==> src/common/sacr_defines.vh <==
// Register offsets, field positions and reset values of the aux control bank
`ifndef SACR_DEFINES_VH
`define SACR_DEFINES_VH

// ****************************************************************
// Register addresses on the special function register bus
// ****************************************************************
`define SACR_ADDR_PWR3      8'h45
`define SACR_ADDR_PROT      8'h48
`define SACR_ADDR_DEV0      8'h4C
`define SACR_ADDR_AUX0      8'hA1
`define SACR_ADDR_AUX1      8'hA2
`define SACR_ADDR_AUX2      8'hA3

// ****************************************************************
// Reset values
// ****************************************************************
`define SACR_RST_PWR3       8'h00
`define SACR_RST_PROT       8'h00
`define SACR_RST_DEV0       8'h83
`define SACR_RST_AUX0       8'h00
`define SACR_RST_AUX1       8'h00
`define SACR_RST_AUX2       8'h00

// ****************************************************************
// Writable bit masks (reserved bits read as zero)
// ****************************************************************
`define SACR_MASK_PWR3      8'h80
`define SACR_MASK_PROT      8'h77
`define SACR_MASK_DEV0      8'hE7
`define SACR_MASK_AUX0      8'hF3
`define SACR_MASK_AUX1      8'h31
`define SACR_MASK_AUX2      8'hCF

// ****************************************************************
// Field positions
// ****************************************************************
`define SACR_BIT_VREF_ON    7
`define SACR_BIT_P6_GUARD   6
`define SACR_BIT_P4_GUARD   5
`define SACR_BIT_WD_GUARD   4
`define SACR_BIT_CK_GUARD   2
`define SACR_BIT_PW1_GUARD  1
`define SACR_BIT_PW0_GUARD  0
`define SACR_BIT_FAST       7
`define SACR_BIT_NOEXEC     6
`define SACR_BIT_ULTRA      5
`define SACR_BIT_P6SCOPE    2
`define SACR_BIT_RSTPIN     1
`define SACR_BIT_DEBUG      0
`define SACR_BIT_BREAK      4
`define SACR_BIT_START      7
`define SACR_BIT_STOP       6

// P6.0 function codes
`define SACR_P60_GPIO       2'b00
`define SACR_P60_MCK        2'b01
`define SACR_P60_MCK2       2'b10
`define SACR_P60_MCK4       2'b11

`endif

==> src/hw/sacr_regs.v <==
// System and auxiliary control register bank on the special function register bus
`timescale 1ns/1ps
`include "sacr_defines.vh"

module sacr_regs (
    input  wire        core_clk,
    input  wire        rst,
    input  wire [7:0]  sfr_addr,
    input  wire        sfr_wr,
    input  wire        sfr_rd,
    input  wire [7:0]  sfr_wdata,
    input  wire        page_priv,
    output reg  [7:0]  sfr_rdata,
    output wire        sfr_hit,
    input  wire        wr_guarded_p6,
    input  wire        wr_guarded_p4,
    input  wire        wr_guarded_wdt,
    input  wire        wr_guarded_ck0,
    input  wire        wr_guarded_pw1,
    input  wire        wr_guarded_pw0,
    output wire        wr_allow_p6,
    output wire        wr_allow_p4,
    output wire        wr_allow_wdt,
    output wire        wr_allow_ck0,
    output wire        wr_allow_pw1,
    output wire        wr_allow_pw0,
    input  wire        rst_is_hard,
    input  wire        any_reset_evt,
    output wire        port6_reset,
    input  wire        clk_src_ext,
    input  wire        master_clock_in,
    output reg         pin60_out,
    output wire        pin60_oe,
    output wire        pin60_is_clk_in,
    input  wire        pwm_break_src,
    output wire        pwm_break_flag,
    output wire        pwm_block,
    input  wire        bus_start_evt,
    input  wire        bus_stop_evt,
    output wire        vref_on,
    output wire        fast_mode_on,
    output wire        ultra_fast_on,
    output wire        prog_region_no_exec,
    output wire        reset_pin_select,
    output wire        debug_pins_on,
    output wire        irq1_polarity,
    output wire        irq0_polarity,
    output wire [1:0]  crc_port_sel,
    output wire        pointer_select,
    output wire        tmr1_fast_clk,
    output wire        tmr0_fast_clk,
    output wire        tmr1_clkout_on,
    output wire        tmr0_clkout_on
);

    // ****************************************************************
    // Register state
    // ****************************************************************
    reg [7:0] pwr3_ff;
    reg [7:0] prot_ff;
    reg [7:0] dev0_ff;
    reg [7:0] aux0_ff;
    reg [7:0] aux1_ff;
    reg [7:0] aux2_ff;
    reg       port6_rst_ff;
    reg [1:0] mck_div_ff;

    wire wr_pwr3 = sfr_wr && page_priv && (sfr_addr == `SACR_ADDR_PWR3);
    wire wr_prot = sfr_wr && page_priv && (sfr_addr == `SACR_ADDR_PROT);
    wire wr_dev0 = sfr_wr && page_priv && (sfr_addr == `SACR_ADDR_DEV0);
    // Aux registers live on ordinary pages only
    wire wr_aux0 = sfr_wr && !page_priv && (sfr_addr == `SACR_ADDR_AUX0);
    wire wr_aux1 = sfr_wr && !page_priv && (sfr_addr == `SACR_ADDR_AUX1);
    wire wr_aux2 = sfr_wr && !page_priv && (sfr_addr == `SACR_ADDR_AUX2);

    // Software break trigger: writing one to the flag bit
    wire brk_sw = wr_aux0 && sfr_wdata[`SACR_BIT_BREAK];

    reg [7:0] nxt_aux0;
    reg [7:0] nxt_aux2;

    always @* begin
        nxt_aux0 = aux0_ff;
        if (wr_aux0) begin
            nxt_aux0 = sfr_wdata & `SACR_MASK_AUX0;
        end
        if (pwm_break_src || brk_sw) begin
            nxt_aux0[`SACR_BIT_BREAK] = 1'b1;
        end else if (!wr_aux0) begin
            nxt_aux0[`SACR_BIT_BREAK] = aux0_ff[`SACR_BIT_BREAK];
        end
    end

    always @* begin
        nxt_aux2 = aux2_ff;
        if (wr_aux2) begin
            // Writing one to a flag keeps it; only zero clears
            nxt_aux2 = (sfr_wdata & `SACR_MASK_AUX2 & 8'h0F) |
                       (sfr_wdata & aux2_ff & 8'hC0);
        end
        if (bus_start_evt) begin
            nxt_aux2[`SACR_BIT_START] = 1'b1;
        end
        if (bus_stop_evt) begin
            nxt_aux2[`SACR_BIT_STOP] = 1'b1;
        end
    end

    always @(posedge core_clk or posedge rst) begin
        if (rst) begin
            pwr3_ff <= `SACR_RST_PWR3;
            prot_ff <= `SACR_RST_PROT;
            dev0_ff <= `SACR_RST_DEV0;
            aux0_ff <= `SACR_RST_AUX0;
            aux1_ff <= `SACR_RST_AUX1;
            aux2_ff <= `SACR_RST_AUX2;
        end else begin
            if (wr_pwr3) begin
                pwr3_ff <= sfr_wdata & `SACR_MASK_PWR3;
            end
            if (wr_prot) begin
                prot_ff <= sfr_wdata & `SACR_MASK_PROT;
            end
            if (wr_dev0) begin
                dev0_ff <= sfr_wdata & `SACR_MASK_DEV0;
            end
            aux0_ff <= nxt_aux0;
            if (wr_aux1) begin
                aux1_ff <= sfr_wdata & `SACR_MASK_AUX1;
            end
            aux2_ff <= nxt_aux2;
        end
    end

    // ****************************************************************
    // Write protection of guarded registers
    // ****************************************************************
    // Ordinary page write gated by guard
    assign wr_allow_p6  = wr_guarded_p6  && (page_priv || !prot_ff[`SACR_BIT_P6_GUARD]);
    assign wr_allow_p4  = wr_guarded_p4  && (page_priv || !prot_ff[`SACR_BIT_P4_GUARD]);
    assign wr_allow_wdt = wr_guarded_wdt && (page_priv || !prot_ff[`SACR_BIT_WD_GUARD]);
    assign wr_allow_ck0 = wr_guarded_ck0 && (page_priv || !prot_ff[`SACR_BIT_CK_GUARD]);
    assign wr_allow_pw1 = wr_guarded_pw1 && (page_priv || !prot_ff[`SACR_BIT_PW1_GUARD]);
    assign wr_allow_pw0 = wr_guarded_pw0 && (page_priv || !prot_ff[`SACR_BIT_PW0_GUARD]);

    // ****************************************************************
    // Port 6 reset scope
    // ****************************************************************
    // Soft resets spare port 6 when scope bit set
    always @(posedge core_clk or posedge rst) begin
        if (rst) begin
            port6_rst_ff <= 1'b0;
        end else begin
            port6_rst_ff <= rst_is_hard ||
                            (any_reset_evt && !dev0_ff[`SACR_BIT_P6SCOPE]);
        end
    end
    assign port6_reset = port6_rst_ff;

    // ****************************************************************
    // P6.0 clock output
    // ****************************************************************
    // Divider counts master clock edges seen as a synchronous level
    reg mck_q_ff;
    always @(posedge core_clk or posedge rst) begin
        if (rst) begin
            mck_q_ff   <= 1'b0;
            mck_div_ff <= 2'b00;
        end else begin
            mck_q_ff <= master_clock_in;
            if (master_clock_in && !mck_q_ff) begin
                mck_div_ff <= mck_div_ff + 2'b01;
            end
        end
    end

    always @(posedge core_clk or posedge rst) begin
        if (rst) begin
            pin60_out <= 1'b0;
        end else begin
            case (aux0_ff[7:6])
                `SACR_P60_MCK:  pin60_out <= master_clock_in;
                `SACR_P60_MCK2: pin60_out <= mck_div_ff[0];
                `SACR_P60_MCK4: pin60_out <= mck_div_ff[1];
                default:        pin60_out <= 1'b0;
            endcase
        end
    end
    assign pin60_oe        = !clk_src_ext && (aux0_ff[7:6] != `SACR_P60_GPIO);
    assign pin60_is_clk_in = clk_src_ext;

    // ****************************************************************
    // Read path and control outputs
    // ****************************************************************
    // Reads never blocked by guards
    assign sfr_hit = page_priv ?
        ((sfr_addr == `SACR_ADDR_PWR3) || (sfr_addr == `SACR_ADDR_PROT) ||
         (sfr_addr == `SACR_ADDR_DEV0)) :
        ((sfr_addr == `SACR_ADDR_AUX0) || (sfr_addr == `SACR_ADDR_AUX1) ||
         (sfr_addr == `SACR_ADDR_AUX2));

    always @(posedge core_clk or posedge rst) begin
        if (rst) begin
            sfr_rdata <= 8'h00;
        end else if (sfr_rd && page_priv) begin
            case (sfr_addr)
                `SACR_ADDR_PWR3: sfr_rdata <= pwr3_ff;
                `SACR_ADDR_PROT: sfr_rdata <= prot_ff;
                `SACR_ADDR_DEV0: sfr_rdata <= dev0_ff;
                default:         sfr_rdata <= 8'h00;
            endcase
        end else if (sfr_rd) begin
            case (sfr_addr)
                `SACR_ADDR_AUX0: sfr_rdata <= aux0_ff;
                `SACR_ADDR_AUX1: sfr_rdata <= aux1_ff;
                `SACR_ADDR_AUX2: sfr_rdata <= aux2_ff;
                default:         sfr_rdata <= 8'h00;
            endcase
        end
    end

    assign vref_on             = pwr3_ff[`SACR_BIT_VREF_ON];
    // Speed bits are software's responsibility to order
    assign fast_mode_on        = dev0_ff[`SACR_BIT_FAST];
    assign ultra_fast_on       = dev0_ff[`SACR_BIT_ULTRA];
    assign prog_region_no_exec = dev0_ff[`SACR_BIT_NOEXEC];
    assign reset_pin_select    = dev0_ff[`SACR_BIT_RSTPIN];
    assign debug_pins_on       = dev0_ff[`SACR_BIT_DEBUG];
    assign pwm_break_flag      = aux0_ff[`SACR_BIT_BREAK];
    assign pwm_block           = aux0_ff[`SACR_BIT_BREAK];
    assign irq1_polarity       = aux0_ff[1];
    assign irq0_polarity       = aux0_ff[0];
    assign crc_port_sel        = aux1_ff[5:4];
    assign pointer_select      = aux1_ff[0];
    assign tmr1_fast_clk       = aux2_ff[3];
    assign tmr0_fast_clk       = aux2_ff[2];
    assign tmr1_clkout_on      = aux2_ff[1];
    assign tmr0_clkout_on      = aux2_ff[0];

endmodule // sacr_regs

==> config.mk <==
export PLATFORM = sky130hd
export DESIGN_NAME = sacr_regs
export DESIGN_NICKNAME = d
export VERILOG_FILES = /design/src/hw/sacr_regs.v
export VERILOG_INCLUDE_DIRS = /design/src /design/src/common
export SDC_FILE = /design/constraint.sdc
export NUM_CORES = 1
export LEC_CHECK = 0
export CAP_MARGIN = 25
export CORE_MARGIN = 5
export CORE_UTILIZATION = 56
export CTS_CLUSTER_SIZE = 14
export DETAILED_ROUTE_END_ITERATION = 16
export DONT_BUFFER_PORTS = 1
export GPL_TIMING_DRIVEN = 0
export PLACE_DENSITY = 0.72
export SLEW_MARGIN = 25
export SYNTH_ARGS = -nofsm -noshare
export SYNTH_HDL_FRONTEND = slang
export SYNTH_SLANG_ARGS = --single-unit
export TNS_END_PERCENT = 20
==> constraint.sdc <==
create_clock -name core_clk -period 1.92 [get_ports core_clk]
set_clock_uncertainty 0.2 [all_clocks]
set_input_delay 0.192 -clock core_clk [delete_from_list [all_inputs] [get_ports core_clk]]
set_output_delay 0.192 -clock core_clk [all_outputs]
set_load 0.01 [all_outputs]
==> results of run 1 <==
-- final cells by class --
type	instances	area, um2
fill	258	1000
sequential	41	1030
clock buffer	6	51.3
buffer	8	50.0
tap	46	57.6
clock inverter	2	37.5
timing repair buffer	21	228
inverter	9	33.8
multi-input combinational	111	925
-- state kept, by name, summed over array words and instances (netlist names) --
register and flops:
aux2_ff 6, mck_q_ff 1, pin60_out 1, prot_ff 6
pwr3_ff 1, aux1_ff 3, aux0_ff 6, port6_reset 1
dev0_ff 6, sfr_rdata 8, mck_div_ff 2
-- repair_timing --
item / CTS / global route
hold buffers: 19 / 1
setup endpoints to repair: 0 / 1
gates resized for setup: 0 / 2
endpoints found under the hold margin: 81 / 1
-- kinds of logic after synthesis --
logic type | Yosys count
flops | 41
mux | 35
buf+inv | 17
xor+xnor | 2
compound gates | 32
simple gates | 42
-- power groups by stage --
| stage | clock, uW | combinational [uW] | sequential (uW) |
|---|---|---|---|
| after floorplan | 0 | 120 | 957 |
| after global placement | 0 | 138 | 965 |
| after detailed placement | 0 | 153 | 967 |
| after CTS | 603 | 192 | 951 |
| after global routing | 636 | 212 | 955 |
| final | 596 | 193 | 950 |
-- synth_stat cells, drive strengths merged, types with 4 or more instances --
cell type	n
a21boi	6
a21oi	6
buf	6
dfrtp	38
inv	9
mux2	32
nand2	9
nand3b	4
nor2	11
nor4b	4
o21ai	5
-- worst reg2reg max path, delay by kind of cell (launching register included) --
kind / cells / cell delay [ns]
flip-flops: 1 / 0.46
AO/OA/AOI/OAI: 2 / 0.35
multiplexers: 1 / 0.29
AND/OR/NAND/NOR: 1 / 0.07
-- worst paths after layout --
path / startpoint / endpoint / slack, ns / cells past startpoint
max: sfr_addr[1] / sfr_rdata[4] / 0.09 / 5
min: page_priv / sfr_rdata[7] / 0.03 / 4
max reg2reg: aux0_ff[0] / sfr_rdata[0] / 0.44 / 4
min reg2reg: mck_div_ff[1] / mck_div_ff[1] / 0.28 / 1
max in group asynchronous: rst / dev0_ff[7] / 0.88 / 3
min in group asynchronous: rst / prot_ff[1] / 0.09 / 2
-- metrics by stage --
step                TNS (ns)  std cells  hold WS [ns]
global placement      -0.753        215        0.0236
finish                     0        244        0.0263
CTS                        0        243       0.00242
detailed placement    -0.984        216       -0.0833
floorplan                  0        169        0.0234
global route         -0.0149        244        0.0438
-- metal layers --
layer,wire (um),up-vias
met5,0,-
li1,-,671
met3,409,4
met2,2590,67
met1,1890,729
met4,45,0
==> results.json, run 1 <==
{
  "status": "finished clean",
  "tightest_slew_ns": 0.648,
  "slew_headroom_pct": 56.6,
  "p_switching_uw": 422,
  "antenna_left": 0,
  "hpwl_um": 3540,
  "power_uw": 1740,
  "gp_congestion": 0.818,
  "ys_ff_latch": 41,
  "syn_inst": 169,
  "critical-path-top-delay-family": "buffers and inverters",
  "clkTransAtPathRegs_ns": 0.12,
  "cp_slowest_cell": "dlygate4sd3_1",
  "end_kind": "flop",
  "place_area_um2": 2120,
  "tritoncts": "done",
  "synth_fa_ha_area_share_pct": 0,
  "dieArea_um2": 4930,
  "yosysUniqueCellTypes": 40,
  "synthTopCellsByArea": "dfrtp_1 (47%), mux2_2 (12%), mux2_4 (4.4%)",
  "die_x_um": 70.2,
  "firstDrtPassIters": 4,
  "pwr-share-seq_pct": 54.6,
  "worst_hold_path_type": "input pin to flop",
  "use_met2_pct": 35.2,
  "fin_ws_ns": 0.0940,
  "crit_type": "input pin to flop",
  "cts.sinks": 41,
  "cellLeakagePower_uw": 0.00107,
  "worst_setup_path_start_kind": "input pin",
  "final_cell_mix": "dfrtp_1 (38), mux2_2 (22), dlygate4sd3_1 (20), nor2_1 (11), nand2_1 (9)",
  "power.density_nw_per_um2": 721,
  "nNetsFinal": 231,
  "cpPeakStageDelay_ns": 0.78,
  "crit_arrival_ns": 1.91,
  "antenna_found_initial": 0,
  "synth-compound-area-share_pct": 11.1,
  "drt-initial-drc-count": 86,
  "cp.required_ns": 2.01,
  "period_share_pct": 95.1,
  "comb_power_share_pct": 11.1,
  "final_hold_viol_count": 0,
  "synth_top_family_by_area": "multiplexers",
  "netlist_area_um2": 2030,
  "n_antenna_cell": 0,
  "syn2layout_area_growth_pct": 18.7,
  "ys_warn_count": 0,
  "ioPinCount": 70,
  "wl_per_cell_um": 20.3,
  "syn_area_per_cell_um2": 12.0,
  "grt_max_degree": 22,
  "netlist.top_cell.by_area": "dfrtp_1",
  "fmax_ghz": 0.548,
  "power.share.clock_pct": 34.3,
  "max_cap_violations": 0,
  "viasPerCell": 6.03,
  "async_reset_ff_share_pct": 100,
  "grt_pass1_wl_um": 7980,
  "yosys.area_share.simple_pct": 12.9,
  "postLayoutCellArea_um2": 2410,
  "initial_core_util_pct": 59.5,
  "synth_top_area_share_pct": 46.8,
  "worstPathCellList": "nor4b_2 -> nor4b_4 -> dlygate4sd3_1 -> a32oi_1 -> a21oi_1",
  "cp_max_fo": 6,
  "grt_use_total_pct": 20.9,
  "synth-edff-count": 0,
  "met3_usage_pct": 7.17,
  "synth_xor_area_share_pct": 0.862,
  "fin_crit_ns": 1.83,
  "io_buffer_count": 0,
  "final_common_cell": "dfrtp_1",
  "syn-num-nets": 203,
  "core-area_um2": 3420,
  "overflow": 0,
  "vdd_drop_max_mv": 0.530,
  "setup_viol": 0,
  "vias": 1471,
  "synth_ff_type": "dfrtp_1",
  "p_int_uw": 1320,
  "rows": 21,
  "first_global_vias": 1494,
  "seq_area_frac_synth_pct": 50.7,
  "htree_levels": 2,
  "swShare_pct": 24.3,
  "clockRootBuffer": "clkbuf_4",
  "post-route-util_pct": 70.6,
  "cts_setup_buffers": 0,
  "fp.dieH_um": 70.2,
  "top_usage_layer": "met2",
  "crit_buf_inv": 1,
  "final_layout_size_suffix_gt1_share_pct": 25.8,
  "cts_buffer_depth": 2,
  "routed_wl_um": 4940,
  "use_met1_pct": 25.6,
  "drc": 0,
  "place_ws_ns": -0.118,
  "clk_latency_ns": 0.35,
  "synthMuxAreaShare_pct": 20.3,
  "drv_slew": 0,
  "numCtsBuffers": 5
}
No activity file was read; power rests on OpenSTA's default activity.
==> inputs of run 2 (changes only) <==
- ABC_AREA: unset -> 1
==> run 2 against run 1 <==
Net effect:
- die area grew 5.3%
- worst hold slack worse by 0.026 ns
- wire length increased by 11%
- via count grew 28%
- power is 7.6% higher
- final cell count up 43%
- global-route usage increased by 1.8 points
- non-clock buffer count rose by 10
- first-iteration DRC count rose by 57%
- critical path depth rose by 2
- combinational power about the same
- highest routed layer unchanged
==> results.json, run 2 <==
{
  "status": "finished clean",
  "numCtsBuffers": 5,
  "fin_ws_ns": 0.0951,
  "dieArea_um2": 5190,
  "synth_xor_area_share_pct": 0.812,
  "cp.required_ns": 1.89,
  "grt_pass1_wl_um": 9190,
  "place_ws_ns": 0.316,
  "r2r_end": "aux0_ff[4]",
  "synthTopCellsByArea": "dfrtp_1 (44%), nand2_1 (14%), nand3_1 (6.5%)",
  "final_layout_size_suffix_gt1_share_pct": 15.2,
  "nNetsFinal": 335,
  "viasPerCell": 5.37,
  "firstDrtPassIters": 4,
  "cp_slowest_cell": "dlygate4sd3_1",
  "cp_max_fo": 6,
  "hold_ws_ns": 0.000233,
  "synth-edff-count": 0,
  "seq_area_frac_synth_pct": 47.7,
  "synthMuxAreaShare_pct": 0,
  "cts.sinks": 41,
  "yosys.area_share.simple_pct": 29.9,
  "clockRootBuffer": "clkbuf_8",
  "overflow": 0,
  "end_kind": "flop",
  "p_switching_uw": 451,
  "worst_hold_path_type": "input pin to flop",
  "gp_congestion": 0.871,
  "first_global_vias": 1930,
  "worst_setup_path_start_kind": "input pin",
  "regMostFlops": "sfr_rdata",
  "tightest_slew_ns": 0.498,
  "cts_setup_buffers": 0,
  "fin_cells": 350,
  "grt_setup_unrepaired": "false",
  "cts_buffer_depth": 2,
  "core-area_um2": 3690,
  "antenna_found_initial": 0,
  "synth_top_family_by_area": "simple AND/OR/NAND/NOR gates",
  "tns_ns": 0,
  "fmax_ghz": 0.548,
  "drc": 0,
  "yosysUniqueCellTypes": 28,
  "die_x_um": 72.1,
  "syn_area_per_cell_um2": 8.20,
  "final_common_cell": "nand2_1",
  "ioPinCount": 70,
  "yosysMostFrequentCell": "nand2_1",
  "grt_max_degree": 29,
  "htree_levels": 2,
  "netlist.top_cell.by_area": "dfrtp_1",
  "reg2reg_slack_ns": 0.38,
  "p_int_uw": 1420,
  "min-delay-start": "page_priv",
  "dp.cells": 312,
  "crit_top_cell": "dlygate4sd3_1",
  "pwr-share-seq_pct": 51.1,
  "initial_core_util_pct": 58.5,
  "vdd_drop_max_mv": 0.538,
  "clkTransAtPathRegs_ns": 0.08,
  "largest_reg_flops": 8,
  "cellLeakagePower_uw": 0.00125,
  "fill_cells": 304,
  "synth_fa_ha_area_share_pct": 0,
  "clk_latency_ns": 0.29,
  "worstPathCellList": "inv_1 -> nor2_4 -> dlygate4sd3_1 -> nand3_2 -> nand2_1 -> o21ai_0 -> dlygate4sd3_1",
  "hold_end": "aux2_ff[3]",
  "drt-initial-drc-count": 135,
  "synth_top_area_share_pct": 44.1,
  "async_reset_ff_share_pct": 100,
  "ys_warn_count": 0,
  "final_cell_mix": "nand2_1 (81), dfrtp_1 (38), dlygate4sd3_1 (30), nand3_1 (28), inv_1 (23)",
  "setup_viol": 0,
  "power.share.clock_pct": 38.5,
  "vias": 1881,
  "ys_ff_latch": 41,
  "antenna_left": 0,
  "syn_inst": 263,
  "power.density_nw_per_um2": 704,
  "hpwl_um": 4020,
  "swShare_pct": 24.1,
  "min_path_cells": 3,
  "routed_wl_um": 5500,
  "rows": 22,
  "syn-num-nets": 297,
  "tritoncts": "done",
  "synth_common_cells": "nand2_1 (81), dfrtp_1 (38), nand3_1 (28), inv_1 (24), o21ai_0 (19)",
  "wl_per_cell_um": 15.7,
  "synth-compound-area-share_pct": 13.6,
  "cpPeakStageDelay_ns": 0.59,
  "crit_type": "input pin to flop",
  "netlist_area_um2": 2160,
  "syn2layout_area_growth_pct": 23.3,
  "drv_slew": 0,
  "final_hold_viol_count": 0,
  "max_cap_violations": 0,
  "crit_arrival_ns": 1.80,
  "n_antenna_cell": 0,
  "io_buffer_count": 0,
  "crit-reg2reg-launch": "aux0_ff[4]",
  "synth_ff_type": "dfrtp_1",
  "period_share_pct": 95.0,
  "r2r_cells": 3,
  "grt_use_total_pct": 22.7,
  "comb_power_share_pct": 10.5,
  "fp.dieH_um": 72.1,
  "fin_crit_ns": 1.82,
  "slew_headroom_pct": 66.5
}
run 2: cell count changes after synthesis, sizes merged, moves of 6 or more:
cell,delta
nand2,+76
o21a,+6
o21ai,+22
nor2,+8
inv,+20
mux2,-32
nand3,+30
run 2: area by class of cell:
class | count | area [um2] | share of cell area, %
Tap cell | 48 | 60.1 | 2.26
Sequential cell | 41 | 1030 | 38.7
Clock inverter | 1 | 30.0 | 1.13
Clock buffer | 7 | 86.3 | 3.25
Buffer | 8 | 62.6 | 2.35
Inverter | 29 | 109 | 4.09
Timing Repair Buffer | 31 | 320 | 12.0
Multi-Input combinational cell | 185 | 961 | 36.1
run 2: how the worst max path moves through the flow:
stage	startpoint	end	slack [ns]	cells past startpoint
final	sfr_wr	aux1_ff[4]	0.1	7
after CTS	sfr_wr	aux1_ff[4]	0.07	7
after global placement	rst	sfr_rdata[0]	0.15	1
after global routing	sfr_wr	aux1_ff[4]	0.009	7
after detailed placement	sfr_addr[4]	sfr_hit	0.32	6
after floorplan	sfr_addr[4]	sfr_hit	0.53	6
run 2: metal layers:
layer,track usage (%),share of wire (%),vias to the layer above
li1,-,-,929
met1,28.4,41,872
met2,38.8,50,68
met3,6.51,7.0,12
met4,5.43,1.9,0
met5,0,0,-
run 2: worst max-delay path: cells and delay by family:
| family | cells | cell delay [ns] |
|---|---|---|
| buffers and inverters | 3 | 1.18 |
| AND/OR/NAND/NOR | 3 | 0.35 |
| AO/OA/AOI/OAI | 1 | 0.06 |
run 2: cell families after synthesis:
logic type                count (synthesis)
AOI/OAI and AO/OA                        46
DFF                                      41
and+or+nand+nor                         137
xor gates and xnor gates                  2
buffers and inverters                    37
run 2: through the flow:
stage | total power, uW | instance area (um2) | util [%]
3_5_place_dp | 1130 | 2240 | 60.7
5_1_grt | 1950 | 2660 | 72.1
6_report | 1870 | 2660 | 72.1
2_1_floorplan | 1090 | 2160 | -
4_1_cts | 1880 | 2650 | 71.9
3_3_place_gp | 1120 | 2220 | 60.1
run 2: timing repair:
item	in CTS	in global routing
endpoints found under the hold margin	72	0
hold buffers	30	0
endpoints found under the setup margin	0	1
gates resized for setup	0	1
run 2: power groups by stage:
stage	sequential, uW	clock (uW)	combinational [uW]
floorplan	962	0	125
global placement	973	0	147
detailed placement	973	0	157
CTS	956	731	196
global route	962	767	222
finish	955	720	196
